File: src/shared/sts_regs.svh
/*
 * constants for the serial target unit: field positions, reset values, widths, depths.
 * assumes inclusion by bare name from package and rtl files.
 */
`ifndef STS_REGS_SVH
`define STS_REGS_SVH

`define STS_CNT_W          13
`define STS_ADDR_W         32
`define STS_FIFO_DEPTH     16
`define STS_FIFO_AW        4
`define STS_CFG_ORDER_BIT  0
`define STS_CFG_CPHA_BIT   1
`define STS_CFG_CPOL_BIT   2
`define STS_CFG_RESET      3'h0
`define STS_FILL_RESET     8'h00

`endif

File: src/shared/sts_pkg.sv
/*
 * types for the serial target unit.
 * assumes sts_regs.svh is on the include path.
 */
`include "sts_regs.svh"

package sts_pkg;
    typedef enum logic [1:0] {SEM_FREE, SEM_CPU, SEM_TARGET} sts_sem_type;
    typedef enum logic [1:0] {XF_IDLE, XF_GRANTED, XF_IGNORED} sts_xfer_type;
endpackage

File: src/rtl/sts_fifo.sv
/*
 * small synchronous fifo with valid/ready on both sides.
 * assumes a single clock and a synchronous flush.
 */
module sts_fifo #(
    parameter int WIDTH = 8,
    parameter int DEPTH = 16,
    parameter int AW    = 4
) (
    input  wire logic             clk_i,
    input  wire logic             rst_n_i,
    input  wire logic             flush_i,
    input  wire logic [WIDTH-1:0] in_data_i,
    input  wire logic             in_valid_i,
    output logic                  in_ready_o,
    output logic      [WIDTH-1:0] out_data_o,
    output logic                  out_valid_o,
    input  wire logic             out_ready_i
);
    logic [WIDTH-1:0] mem_q [DEPTH];
    logic [AW-1:0]    wp_q;
    logic [AW-1:0]    rp_q;
    logic [AW:0]      cnt_q;
    logic             push;
    logic             pop;

    // compare at full count width: a narrow cast of the depth wraps to zero
    assign in_ready_o  = (cnt_q != (AW+1)'(DEPTH)) && !flush_i;
    assign out_valid_o = (cnt_q != '0);
    assign push        = in_valid_i && in_ready_o;
    assign pop         = out_valid_o && out_ready_i && !flush_i;
    assign out_data_o  = mem_q[rp_q];

    always_ff @(posedge clk_i)
    begin
        if (push)
        begin
            mem_q[wp_q] <= in_data_i;
        end
    end

    always_ff @(posedge clk_i or negedge rst_n_i)
    begin
        if (!rst_n_i)
        begin
            wp_q  <= '0;
            rp_q  <= '0;
            cnt_q <= '0;
        end
        else if (flush_i)
        begin
            wp_q  <= '0;
            rp_q  <= '0;
            cnt_q <= '0;
        end
        else
        begin
            if (push)
            begin
                wp_q <= wp_q + 1'b1;
            end
            if (pop)
            begin
                rp_q <= rp_q + 1'b1;
            end
            cnt_q <= cnt_q + (AW+1)'(push) - (AW+1)'(pop);
        end
    end
endmodule

File: src/rtl/sts_shifter.sv
/*
 * serial shift engine: finds sampled sck edges, shifts bytes in and out in all four modes.
 * assumes sck/mosi/csn already synchronised to clk_i; lengths of 8 bits.
 */
module sts_shifter (
    input  wire logic       clk_i,
    input  wire logic       rst_n_i,
    input  wire logic       active_i,
    input  wire logic       sck_i,
    input  wire logic       mosi_i,
    input  wire logic       cpol_i,
    input  wire logic       cpha_i,
    input  wire logic       lsb_first_i,
    input  wire logic [7:0] tx_byte_i,
    output logic            tx_load_o,
    output logic            miso_o,
    output logic      [7:0] rx_byte_o,
    output logic            rx_done_o
);
    logic       sck_q;
    logic       lead;
    logic       trail;
    logic       sample;
    logic       shift;
    logic [2:0] bit_q;
    logic [7:0] rx_sh_q;
    logic [7:0] tx_sh_q;
    logic       loaded_q;

    // leading/trailing depend on idle level, so polarity simply flips the edge sense
    assign lead   = active_i && (sck_i ^ cpol_i) && !(sck_q ^ cpol_i);
    assign trail  = active_i && !(sck_i ^ cpol_i) && (sck_q ^ cpol_i);
    assign sample = cpha_i ? trail : lead;
    assign shift  = cpha_i ? lead : trail;
    // fetch the next byte at the start of each byte time
    assign tx_load_o = active_i && !loaded_q;

    always_ff @(posedge clk_i or negedge rst_n_i)
    begin
        if (!rst_n_i)
        begin
            sck_q     <= 1'b0;
            bit_q     <= 3'h0;
            rx_sh_q   <= 8'h00;
            tx_sh_q   <= 8'h00;
            loaded_q  <= 1'b0;
            rx_byte_o <= 8'h00;
            rx_done_o <= 1'b0;
            miso_o    <= 1'b0;
        end
        else
        begin
            sck_q     <= sck_i;
            rx_done_o <= 1'b0;
            if (!active_i)
            begin
                bit_q    <= 3'h0;
                loaded_q <= 1'b0;
            end
            else
            begin
                if (tx_load_o)
                begin
                    tx_sh_q  <= tx_byte_i;
                    miso_o   <= lsb_first_i ? tx_byte_i[0] : tx_byte_i[7];
                    loaded_q <= 1'b1;
                end
                // the shift edge at a byte boundary must not push out the fresh byte's first bit
                else if (shift && bit_q != 3'h0)
                begin
                    tx_sh_q <= lsb_first_i ? {1'b0, tx_sh_q[7:1]} : {tx_sh_q[6:0], 1'b0};
                    miso_o  <= lsb_first_i ? tx_sh_q[1] : tx_sh_q[6];
                end
                if (sample)
                begin
                    rx_sh_q <= lsb_first_i ? {mosi_i, rx_sh_q[7:1]} : {rx_sh_q[6:0], mosi_i};
                    bit_q   <= bit_q + 3'h1;
                    if (bit_q == 3'h7)
                    begin
                        rx_byte_o <= lsb_first_i ? {mosi_i, rx_sh_q[7:1]} : {rx_sh_q[6:0], mosi_i};
                        rx_done_o <= 1'b1;
                        loaded_q  <= 1'b0;
                    end
                end
            end
        end
    end
endmodule

File: src/rtl/sts_top.sv
/*
 * serial target unit with semaphore and two dma channels into shared ram.
 * assumes an external controller on csn/sck/mosi, and a ram port answering reads
 * one cycle after a granted request; fill characters and pointers come from ports.
 */
`include "sts_regs.svh"

// What this block does
// - all four clock modes via polarity, phase
// - sibling disable leaves settings unchanged
// - two dma channels move bytes alone
// - bytes past tx buffer use fill
// - done event after last ram access
// - cpu takes lock, waits grant, gives
// - give ignored unless cpu owns lock
// - shortcut passes lock to cpu after done
// - rx full event when buffer filled
// - excess rx bytes dropped, overflow set
// - excess tx bytes use fill, flag
// - counts updated at end of transaction
// - enable gives lock to cpu silently
// - take while cpu owns grants at once
// - lock fail ignores whole transaction
// - simultaneous request goes to cpu
// - granted transaction uses both buffers
// - select high releases lock, done event
// - pending cpu take granted after release
// - shortcut plus take serves one grant
// - semaphore never blocks cpu memory access
// - target-out tristate while not selected
module sts_top (
    input  wire logic                   clk_i,
    input  wire logic                   arst_n_i,
    input  wire logic                   enable_i,
    input  wire logic                   cpol_i,
    input  wire logic                   cpha_i,
    input  wire logic                   lsb_first_i,
    input  wire logic                   shortcut_done_take_i,
    input  wire logic             [7:0] tx_underrun_flag_fill_char_i,
    input  wire logic             [7:0] ignored_fill_char_i,
    input  wire logic [`STS_ADDR_W-1:0] rx_buffer_pointer_i,
    input  wire logic [`STS_ADDR_W-1:0] tx_buffer_pointer_i,
    input  wire logic  [`STS_CNT_W-1:0] rx_max_count_i,
    input  wire logic  [`STS_CNT_W-1:0] tx_max_count_i,
    input  wire logic                   take_lock_i,
    input  wire logic                   give_lock_i,
    input  wire logic                   status_clear_i,
    output logic                        lock_granted_o,
    output logic                        xfer_done_o,
    output logic                        rx_full_event_o,
    output logic                        cpu_owns_lock_o,
    output logic                        target_owns_lock_o,
    output logic                        overflow_flag_o,
    output logic                        tx_underrun_flag_o,
    output logic       [`STS_CNT_W-1:0] rx_count_done_o,
    output logic       [`STS_CNT_W-1:0] tx_count_done_o,
    input  wire logic                   csn_i,
    input  wire logic                   sck_i,
    input  wire logic                   mosi_i,
    output logic                        miso_o,
    output logic                        miso_oe_o,
    output logic                        ram_rd_req_o,
    output logic      [`STS_ADDR_W-1:0] ram_rd_addr_o,
    input  wire logic                   ram_rd_gnt_i,
    input  wire logic                   ram_rd_valid_i,
    input  wire logic             [7:0] ram_rd_data_i,
    output logic                        ram_wr_req_o,
    output logic      [`STS_ADDR_W-1:0] ram_wr_addr_o,
    output logic                  [7:0] ram_wr_data_o,
    input  wire logic                   ram_wr_gnt_i
);
    logic                  rst_s1_q;
    logic                  rst_n;
    logic            [2:0] csn_s_q;
    logic            [1:0] sck_s_q;
    logic            [1:0] mosi_s_q;
    logic                  csn_s;
    logic                  csn_fall;
    logic                  csn_rise;
    sts_pkg::sts_sem_type  sem_q;
    sts_pkg::sts_xfer_type xfer_q;
    logic                  enable_q;
    logic                  cpu_pending_q;
    logic                  active;
    logic                  tx_load;
    logic                  rx_done;
    logic            [7:0] rx_byte;
    logic                  sh_miso;
    logic [`STS_CNT_W-1:0] rx_cnt_q;
    logic [`STS_CNT_W-1:0] tx_cnt_q;
    logic [`STS_CNT_W-1:0] rx_push_cnt_q;
    logic            [7:0] tx_byte_q;
    logic                  tx_wait_q;
    logic                  fifo_in_ready;
    logic                  fifo_valid;
    logic            [7:0] fifo_data;
    logic                  fifo_pop;
    logic                  drain_q;
    logic                  grant_cpu;
    logic                  cpu_take;

    always_ff @(posedge clk_i or negedge arst_n_i)
    begin
        if (!arst_n_i)
        begin
            rst_s1_q <= 1'b0;
            rst_n    <= 1'b0;
        end
        else
        begin
            rst_s1_q <= 1'b1;
            rst_n    <= rst_s1_q;
        end
    end

    // pins pass two flops; csn gets a third for edge finding
    always_ff @(posedge clk_i or negedge rst_n)
    begin
        if (!rst_n)
        begin
            csn_s_q  <= 3'h7;
            sck_s_q  <= 2'h0;
            mosi_s_q <= 2'h0;
        end
        else
        begin
            csn_s_q  <= {csn_s_q[1:0], csn_i};
            sck_s_q  <= {sck_s_q[0], sck_i};
            mosi_s_q <= {mosi_s_q[0], mosi_i};
        end
    end

    assign csn_s    = csn_s_q[1];
    assign csn_fall = enable_q && csn_s_q[2] && !csn_s;
    assign csn_rise = !csn_s_q[2] && csn_s;
    assign active   = (xfer_q != sts_pkg::XF_IDLE) && !csn_s;

    // ignored unless target won the lock
    always_ff @(posedge clk_i or negedge rst_n)
    begin
        if (!rst_n)
        begin
            xfer_q <= sts_pkg::XF_IDLE;
        end
        else
        begin
            case (xfer_q)
                sts_pkg::XF_IDLE:
                begin
                    if (csn_fall && sem_q == sts_pkg::SEM_FREE && !cpu_take)
                    begin
                        xfer_q <= sts_pkg::XF_GRANTED;
                    end
                    else if (csn_fall)
                    begin
                        xfer_q <= sts_pkg::XF_IGNORED;
                    end
                end
                sts_pkg::XF_GRANTED:
                begin
                    if (csn_rise)
                    begin
                        xfer_q <= sts_pkg::XF_IDLE;
                    end
                end
                default:
                begin
                    if (csn_rise)
                    begin
                        xfer_q <= sts_pkg::XF_IDLE;
                    end
                end
            endcase
        end
    end

    // done waits for the rx fifo to drain so ram is no longer touched
    always_ff @(posedge clk_i or negedge rst_n)
    begin
        if (!rst_n)
        begin
            drain_q <= 1'b0;
        end
        else if (xfer_q == sts_pkg::XF_GRANTED && csn_rise)
        begin
            drain_q <= 1'b1;
        end
        else if (drain_q && !fifo_valid && !tx_wait_q)
        begin
            drain_q <= 1'b0;
        end
    end

    assign cpu_take  = take_lock_i || cpu_pending_q;
    assign grant_cpu = drain_q && !fifo_valid && !tx_wait_q;

    // semaphore; settings are ports, untouched by enable
    always_ff @(posedge clk_i or negedge rst_n)
    begin
        if (!rst_n)
        begin
            sem_q          <= sts_pkg::SEM_FREE;
            enable_q       <= 1'b0;
            cpu_pending_q  <= 1'b0;
            lock_granted_o <= 1'b0;
            xfer_done_o    <= 1'b0;
        end
        else
        begin
            enable_q       <= enable_i;
            lock_granted_o <= 1'b0;
            xfer_done_o    <= 1'b0;
            if (!enable_i)
            begin
                sem_q         <= sts_pkg::SEM_FREE;
                cpu_pending_q <= 1'b0;
            end
            else if (!enable_q)
            begin
                sem_q <= sts_pkg::SEM_CPU;
            end
            else
            begin
                case (sem_q)
                    sts_pkg::SEM_CPU:
                    begin
                        // take while owned grants at once
                        if (take_lock_i)
                        begin
                            lock_granted_o <= 1'b1;
                        end
                        // give frees it for the target
                        else if (give_lock_i)
                        begin
                            sem_q <= sts_pkg::SEM_FREE;
                        end
                    end
                    sts_pkg::SEM_FREE:
                    begin
                        if (take_lock_i)
                        begin
                            sem_q          <= sts_pkg::SEM_CPU;
                            lock_granted_o <= 1'b1;
                        end
                        else if (csn_fall)
                        begin
                            sem_q <= sts_pkg::SEM_TARGET;
                        end
                    end
                    default:
                    begin
                        if (take_lock_i)
                        begin
                            cpu_pending_q <= 1'b1;
                        end
                        // release on select high, done event
                        if (grant_cpu)
                        begin
                            xfer_done_o   <= 1'b1;
                            cpu_pending_q <= 1'b0;
                            // one grant for shortcut plus take
                            if (shortcut_done_take_i || cpu_pending_q || take_lock_i)
                            begin
                                sem_q          <= sts_pkg::SEM_CPU;
                                lock_granted_o <= 1'b1;
                            end
                            else
                            begin
                                sem_q <= sts_pkg::SEM_FREE;
                            end
                        end
                    end
                endcase
            end
        end
    end

    assign cpu_owns_lock_o    = (sem_q == sts_pkg::SEM_CPU);
    assign target_owns_lock_o = (sem_q == sts_pkg::SEM_TARGET);

    // shifter waits until the first byte is back from ram, else it loads a stale byte
    // mode taken from polarity and phase
    sts_shifter u_shifter (
        .clk_i       (clk_i),
        .rst_n_i     (rst_n),
        .active_i    (active && !(tx_wait_q && tx_cnt_q == '0)),
        .sck_i       (sck_s_q[1]),
        .mosi_i      (mosi_s_q[1]),
        .cpol_i      (cpol_i),
        .cpha_i      (cpha_i),
        .lsb_first_i (lsb_first_i),
        .tx_byte_i   (tx_byte_q),
        .tx_load_o   (tx_load),
        .miso_o      (sh_miso),
        .rx_byte_o   (rx_byte),
        .rx_done_o   (rx_done)
    );

    assign miso_oe_o = active;
    assign miso_o    = sh_miso;

    // tx prefetch: next byte is fetched right after the shifter loads the current one
    // reader channel fetches without cpu
    // extra tx bytes flagged and filled
    always_ff @(posedge clk_i or negedge rst_n)
    begin
        if (!rst_n)
        begin
            tx_byte_q          <= `STS_FILL_RESET;
            tx_cnt_q           <= '0;
            tx_wait_q          <= 1'b0;
            ram_rd_req_o       <= 1'b0;
            ram_rd_addr_o      <= '0;
            tx_underrun_flag_o <= 1'b0;
        end
        else
        begin
            if (csn_fall)
            begin
                tx_cnt_q <= '0;
                if (sem_q == sts_pkg::SEM_FREE && !cpu_take && tx_max_count_i != '0)
                begin
                    ram_rd_req_o  <= 1'b1;
                    ram_rd_addr_o <= tx_buffer_pointer_i;
                    tx_wait_q     <= 1'b1;
                end
                else if (sem_q == sts_pkg::SEM_FREE && !cpu_take)
                begin
                    tx_byte_q <= tx_underrun_flag_fill_char_i;
                end
                else
                begin
                    tx_byte_q <= ignored_fill_char_i;
                end
            end
            else if (ram_rd_req_o && ram_rd_gnt_i)
            begin
                ram_rd_req_o <= 1'b0;
            end
            if (tx_wait_q && ram_rd_valid_i)
            begin
                tx_byte_q <= ram_rd_data_i;
                tx_cnt_q  <= tx_cnt_q + 1'b1;
                tx_wait_q <= 1'b0;
            end
            else if (tx_load && xfer_q == sts_pkg::XF_GRANTED)
            begin
                if (tx_cnt_q < tx_max_count_i && !tx_wait_q)
                begin
                    ram_rd_req_o  <= 1'b1;
                    ram_rd_addr_o <= tx_buffer_pointer_i + `STS_ADDR_W'(tx_cnt_q);
                    tx_wait_q     <= 1'b1;
                end
                else
                begin
                    tx_byte_q          <= tx_underrun_flag_fill_char_i;
                    tx_underrun_flag_o <= tx_underrun_flag_o || (tx_cnt_q >= tx_max_count_i);
                end
            end
            else if (status_clear_i)
            begin
                tx_underrun_flag_o <= 1'b0;
            end
        end
    end

    // excess rx bytes dropped, overflow set
    // rx full once the limit is reached
    always_ff @(posedge clk_i or negedge rst_n)
    begin
        if (!rst_n)
        begin
            rx_cnt_q        <= '0;
            overflow_flag_o <= 1'b0;
            rx_full_event_o <= 1'b0;
        end
        else
        begin
            rx_full_event_o <= 1'b0;
            if (csn_fall)
            begin
                rx_cnt_q <= '0;
            end
            else if (rx_done && xfer_q == sts_pkg::XF_GRANTED)
            begin
                if (rx_cnt_q < rx_max_count_i && fifo_in_ready)
                begin
                    rx_cnt_q        <= rx_cnt_q + 1'b1;
                    rx_full_event_o <= (rx_cnt_q + 1'b1 == rx_max_count_i);
                end
                else
                begin
                    overflow_flag_o <= 1'b1;
                end
            end
            else if (status_clear_i)
            begin
                overflow_flag_o <= 1'b0;
            end
        end
    end

    sts_fifo #(
        .WIDTH (8),
        .DEPTH (`STS_FIFO_DEPTH),
        .AW    (`STS_FIFO_AW)
    ) u_rx_fifo (
        .clk_i       (clk_i),
        .rst_n_i     (rst_n),
        .flush_i     (1'b0),
        .in_data_i   (rx_byte),
        .in_valid_i  (rx_done && xfer_q == sts_pkg::XF_GRANTED && rx_cnt_q < rx_max_count_i),
        .in_ready_o  (fifo_in_ready),
        .out_data_o  (fifo_data),
        .out_valid_o (fifo_valid),
        .out_ready_i (fifo_pop)
    );

    // writer channel; cpu ram access is never gated here
    assign ram_wr_req_o  = fifo_valid;
    assign ram_wr_data_o = fifo_data;
    assign ram_wr_addr_o = rx_buffer_pointer_i + `STS_ADDR_W'(rx_push_cnt_q);
    assign fifo_pop      = ram_wr_gnt_i;

    always_ff @(posedge clk_i or negedge rst_n)
    begin
        if (!rst_n)
        begin
            rx_push_cnt_q <= '0;
        end
        else if (csn_fall)
        begin
            rx_push_cnt_q <= '0;
        end
        else if (fifo_valid && fifo_pop)
        begin
            rx_push_cnt_q <= rx_push_cnt_q + 1'b1;
        end
    end

    always_ff @(posedge clk_i or negedge rst_n)
    begin
        if (!rst_n)
        begin
            rx_count_done_o <= '0;
            tx_count_done_o <= '0;
        end
        else if (grant_cpu)
        begin
            rx_count_done_o <= rx_push_cnt_q;
            tx_count_done_o <= tx_cnt_q;
        end
    end
endmodule

File: config.mk
export PLATFORM = sky130hd
export DESIGN_NAME = sts_top
export DESIGN_NICKNAME = d
export VERILOG_FILES = /design/src/shared/sts_pkg.sv /design/src/rtl/sts_fifo.sv /design/src/rtl/sts_shifter.sv /design/src/rtl/sts_top.sv
export VERILOG_INCLUDE_DIRS = /design/src /design/src/shared
export SDC_FILE = /design/constraint.sdc
export NUM_CORES = 1
export LEC_CHECK = 0
export ABC_AREA = 1
export ABC_CLOCK_PERIOD_IN_PS = 10500
export BUFFER_PORTS_ARGS = -buffer_cell sky130_fd_sc_hd__buf_2
export CAP_MARGIN = 20
export CORE_MARGIN = 10
export CORE_UTILIZATION = 55
export CTS_BUF_LIST = sky130_fd_sc_hd__clkbuf_4
export DETAILED_ROUTE_END_ITERATION = 7
export PLACE_DENSITY_LB_ADDON = 0.1
export SLEW_MARGIN = 10
export SYNTH_ARGS = -nofsm -noshare
export SYNTH_HDL_FRONTEND = slang
export SYNTH_SLANG_ARGS = --single-unit
File: constraint.sdc
create_clock -name clk_i -period 10.5 [get_ports clk_i]
set_input_delay 2.1 -clock clk_i [delete_from_list [all_inputs] [get_ports clk_i]]
set_output_delay 2.1 -clock clk_i [all_outputs]
set_load 0.005 [all_outputs]
[Word level (Yosys, flattened, before mapping)]
Memory sizes are Yosys's and may differ from the RTL's.
Index checks and enable logic that the tools add are counted.
Storage, ports and cells
  RAM bits: 128
  word-level logic and storage cells: 224
  register bits after elaboration: 172
  output and inout bits: 109
  memories: 1
Memory list
  u_rx_fifo.mem_q: depth 16, width 8, rd ports 1, clocked after Yosys merged registers in 0, write ports 1, RTL line sts_fifo.sv:20  | logic [WIDTH-1:0] mem_q [DEPTH];
Cells by class
  muxes and demuxes: 87
  add/sub/neg operators: 10
  bitwise operators: 4
  reduce and logical (&&, ||, !) cells: 67
  order comparisons: 3
  eq/ne operators: 17
Operator list (count)
  $mux W32: 5
  $mux W13: 7
  $mux W8: 10
  $add A32 B13 Y32: 2
  $mux W1: 52
  $add A13 B1 Y13 const B: 3
  $logic_and A1 B1 Y1: 28
  $lt A13 B13 Y1: 2
  $mux W2: 10
  $reduce_bool A2 Y1: 10
  $eq A13 B13 Y1: 1
  $ge A13 B13 Y1: 1
  $logic_not A13 Y1: 1
  $reduce_bool A13 Y1: 1
  $reduce_and A3 Y1: 4
  $ne A5 B5 Y1 const B: 2
  $logic_not A1 Y1: 9
  $add A4 B1 Y4 const B: 2
  $ne A2 B2 Y1 const B: 4
  $ne A4 B4 Y1 const B: 2
  $reduce_and A2 Y1: 4
  $mux W3: 2
  $add A5 B1 Y5: 1
  $ne A5 B3 Y1 const B: 1
  17 further kinds: 24

[Longest topological paths before layout]
  word-level depth: 10
  depth in mapped cells: 17
  gate-level depth less buffers: 17

[Cells and area by module]
From an unflattened synthesis, not the netlist that was laid out.
Second synthesis, totals
  cell total of the unflattened synthesis: 2207
  area, all modules: 17620.6 um^2
By module, submodules not included
  sts_top: cells an instance 1375, instances 1, area an instance 9530.4 um^2, sequential area each 3206.8 um^2
  sts_fifo: cells an instance 625, instances 1, area an instance 6398.6 um^2, sequential area each 4169.0 um^2
  sts_shifter: cells an instance 207, instances 1, area an instance 1691.6 um^2, sequential area each 775.7 um^2

[Least setup slack after synthesis]
Ideal clock, no wire load.
  path kind: in2out
  from: in rx_buffer_pointer_i[0]
  to: out ram_wr_addr_o[18]
  stages: 8
  path buffers: 0
  setup slack: 4801 ps
  arrival: 3599 ps
  required time: 8400 ps
  cells stage by stage: ha_1 inv_1 fa_1 o21ai_2 a21boi_1 o21ai_0 nand2_1 xnor2_1
On the way
  longest elaborated chain between the ends: 1
RTL lines
  from (decl): RTL line sts_top.sv:41  | input wire logic [`STS_ADDR_W-1:0] rx_buffer_pointer_i,
  $add A32 B13 Y32: RTL line sts_top.sv:422  | assign ram_wr_addr_o = rx_buffer_pointer_i + `STS_ADDR_W'(rx_push_cnt_q);
  to (decl): RTL line sts_top.sv:68  | output logic [`STS_ADDR_W-1:0] ram_wr_addr_o,
No other way between the ends.

[Worst setup path after layout]
Same ends and word-level chain as after synthesis.

==> summary.md <==
| Metric | Value |
|---|---|
| Global-route wire length before repair | 80,000 um |
| Crit start category | input port |
| Final Cycle Share | 59.5% |
| GP Congestion | 0.908 |
| Final Hold Vio Count | 0 |
| Most frequent cell after synthesis | nand2_1 |
| Cell depth of the worst hold path | 0 |
| Area Growth Syn to Fin | 14.6% |
| CTS sink count | 300 |
| Levels on crit path | 10 |
| Placed cell area | 18,800 sq um |
| Largest cells by area after synthesis | dfrtp_1 24%, edfxtp_1 22%, nand2_1 14% |
| Main synth FF type | dfrtp_1 |
| Initial antenna violation count | 3 |
| Crit Path Max Fanout | 4 |
| Met3 GRT Util | 5.43% |
| Worst path cell trace | buf_2 -> ha_1 -> inv_1 -> fa_1 -> o21ai_2 -> a21boi_1 -> o21ai_0 -> nand2_1 -> xnor2_1 -> buf_2 |
| Skew final | 0.0602 ns |
| CP endpoint kind | output pin |
| Synth warn | 0 |
| Setup TNS | 0 ns |
| Starting Density | 56.2% |
| Finished layout cell area | 19,900 sq um |
| Post-CTS Setup Inserts | 0 |
| H-tree depth | 3 |
| Main combinational cell family by area after synthesis | simple AND/OR/NAND/NOR gates |
| GRT met1 Usage | 32.7% |
| Max-slew violations | 0 |
| Area share of the largest cell type after synthesis | 24.4% |
| Slowest CP cell | fa_1 |
| CTS tree | done |
| Wire per inst | 17.3 um |
| Worst slew pin tran | 0.976 ns |
| FMAX | 160 MHz |
| Status | completed |
| PwrDens | 185 nW/um^2 |
| DRT Wirelength | 49,600 um |
| Ports | 239 |
| Initial DRC Count | 1,039 |
| RSZ-0062 raised after global routing | false |
| Pleak | 0.00969 uW |
| Gates resized, CTS repair | 0 |
| Overflow after GRT | 0 |
| Largest net degree at the start of global routing | 68 |
| Mapped Cells | 2,139 |
| Synth Area per Inst | 8.10 sq um |
| Share of layout cells above drive strength 1 | 17.5% |
| Compound-Gate Fraction of Synth Area | 9.82% |
| Top post-synthesis cells by count | 645 x nand2_1, 241 x inv_1, 192 x nor2_1, 169 x dfrtp_1, 166 x o21ai_0 |
| Port buffer count | 238 |
| Flop and latch count out of synthesis | 300 |
| Max-cap viol count | 0 |
| Root buffer cell | clkbuf_4 |
| R2R depth | 15 |
| GR peak layer | met2 |
| Clock latency on the worst-skew pair | 0.73 ns |
| Pre-CTS setup slack | 4.25 ns |
| Core box area | 30,800 sq um |
| Area of the mapped netlist | 17,300 sq um |
| # nets final | 2,612 |
| CTS Buf Count | 79 |
| DRT Pass-1 Iters | 5 |
| Xor/xnor share of the synthesized area | 2.71% |
| Top Family by Delay on Critical Path | compound AO/OA/AOI/OAI gates |
| Die span in y | 198 um |
| M2 GR Usage | 42.0% |
| Dpl hpwl | 37,000 um |
| Tmin final | 6.25 ns |
| Critical path's largest stage delay | 0.42 ns |
| Critical Path RT | 8.40 ns |
| Antenna-violating nets left | 0 |
| Simple-gate share of the synthesized area | 26.5% |
| Asr flop ratio synth | 57.3% |
| Final WS setup | 4.25 ns |
| Worst path most repeated cell | buf_2 |
| Critical Path AT | 4.15 ns |
| Register area share after synthesis | 47.0% |
| Die area | 39,000 sq um |
| Vias in the first global route | 15.4k |
| Leading area contributor after synthesis | dfrtp_1 |
| Buf+Inv Stages, Crit Path | 3 |
| Final setup violation count | 0 |
| DIE WIDTH | 198 um |
| Maximum vdd drop | 0.123 mV |
| Mux cell area share after synthesis | 1.39% |
| Row cnt | 64 |
| Number of hold buffers added after CTS | 0 |
| Via count | 15.5k |
| Number of vias per cell | 5.41 |
| Drt drc | 0 |
| Relative slew slack | 34.9% |
| Cell variety after synth | 56 |
| Worst Setup Path Type | in -> out |
| GR Util All Layers | 25.5% |
| Post-synthesis adder-cell area fraction | 5.40% |
| Clock slew at reported path FFs | 0.06 ns |
| HP Class | reg -> reg |
| Fillcell total | 2,731 |
| Post-synth EDFFs | 128 |
| CTS max path bufs | 3 |
| Syn nets | 2,342 |
-- cell type report --
cell class	count	area (sq um)	area share [%]
sequential	300	8160	41.1
multi-input combinational	1530	7950	40.0
timing repair buffer	245	1240	6.26
inverter	253	950	4.78
clock buffer	124	931	4.69
tap	396	495	2.49
clock inverter	16	131	0.661
antenna	3	7.51	0.0378
-- through the flow --
stage	power (uW)	utilization, %	hold slack [ns]	instances
after global placement	2600	61.0	0.333	2724
after CTS	3710	64.4	0.346	2864
after detailed placement	2630	61.0	0.339	2724
final	3680	64.4	0.339	2867
after floorplan	2220	-	0.331	2139
after global routing	3940	64.4	0.354	2867
-- placed cells by master, fill, tap and decap left out, drive strengths merged, types with 2 or more instances in the layout --
cell,instances
nand2,655
inv,253
buf,245
nor2,202
o21ai,182
dfrtp,169
nand3,152
edfxtp,128
clkbuf,124
ha,70
a21oi,53
xor2,29
nor3,27
mux2i,24
o221ai,24
nand4,23
xnor2,22
nand3b,14
clkinv,14
o32ai,8
o211ai,8
o21bai,5
nor4,4
a21boi,4
diode,3
and2,3
o22ai,3
fa,3
dfstp,3
o21a,2
nand2b,2
nor3b,2
o31ai,2
bufinv,2
or2,2
-- worst reg2reg max path, cell delays in order, from the launching register on --
cell and delay (ns):
dfrtp_1 0.39, inv_1 0.09, ha_1 0.16, nand2_1 0.06
nor2_1 0.27, nand2_1 0.21, nand2_1 0.28, inv_1 0.22
ha_1 0.33, inv_1 0.06, ha_1 0.16, inv_1 0.06
fa_1 0.40, o21ai_0 0.20, a21oi_1 0.10, xor2_1 0.15
-- metal layers --
metal	up-vias	part of all wire [%]
met5	-	0
met4	0	2.5
met3	84	6.8
met2	502	47
met1	7288	43
li1	7648	-
-- power breakdown --
| group | switching, uW | internal [uW] |
|---|---|---|
| Clock | 482 | 586 |
| Combinational | 685 | 416 |
| Sequential | 142 | 1370 |
| Total | 1310 | 2370 |
-- sequential cells by signal, summed over array words and instances (netlist names), 2 cells and up --
signal and flops:
u_rx_fifo.wp_q 4, u_shifter.bit_q 3, csn_s_q 3, u_shifter.tx_sh_q 8, rx_push_cnt_q 13, tx_count_done_o 13, tx_cnt_q 13, ram_rd_addr_o 32
u_shifter.rx_byte_o 8, rx_count_done_o 13, u_rx_fifo.cnt_q 5, u_rx_fifo.rp_q 4, rx_cnt_q 13, xfer_q 2, u_shifter.rx_sh_q 8, tx_byte_q 8
mosi_s_q 2, u_rx_fifo.mem_q 128, sem_q 2, sck_s_q 2
-- final timing paths --
path	startpoint	end	slack (ns)
min in group asynchronous	rst_n	mosi_s_q[1]	0.46
worst max-delay path	rx_buffer_pointer_i[0]	ram_wr_addr_o[18]	4.25
worst min-delay path	mosi_s_q[0]	mosi_s_q[1]	0.34
max in group asynchronous	rst_n	u_rx_fifo.rp_q[0]	8.06
worst max register to register	u_rx_fifo.cnt_q[3]	u_rx_fifo.cnt_q[4]	7.23
worst min register to register	mosi_s_q[0]	mosi_s_q[1]	0.34
-- cells by family after synthesis --
| family | count (synthesis) |
|---|---|
| mux | 24 |
| xor+xnor | 52 |
| other cells | 1 |
| simple gates | 1086 |
| flops | 300 |
| compound gates | 294 |
| fa+ha+maj | 73 |
| buf+inv | 309 |
Note: power is estimated with default switching activity, not from simulation.
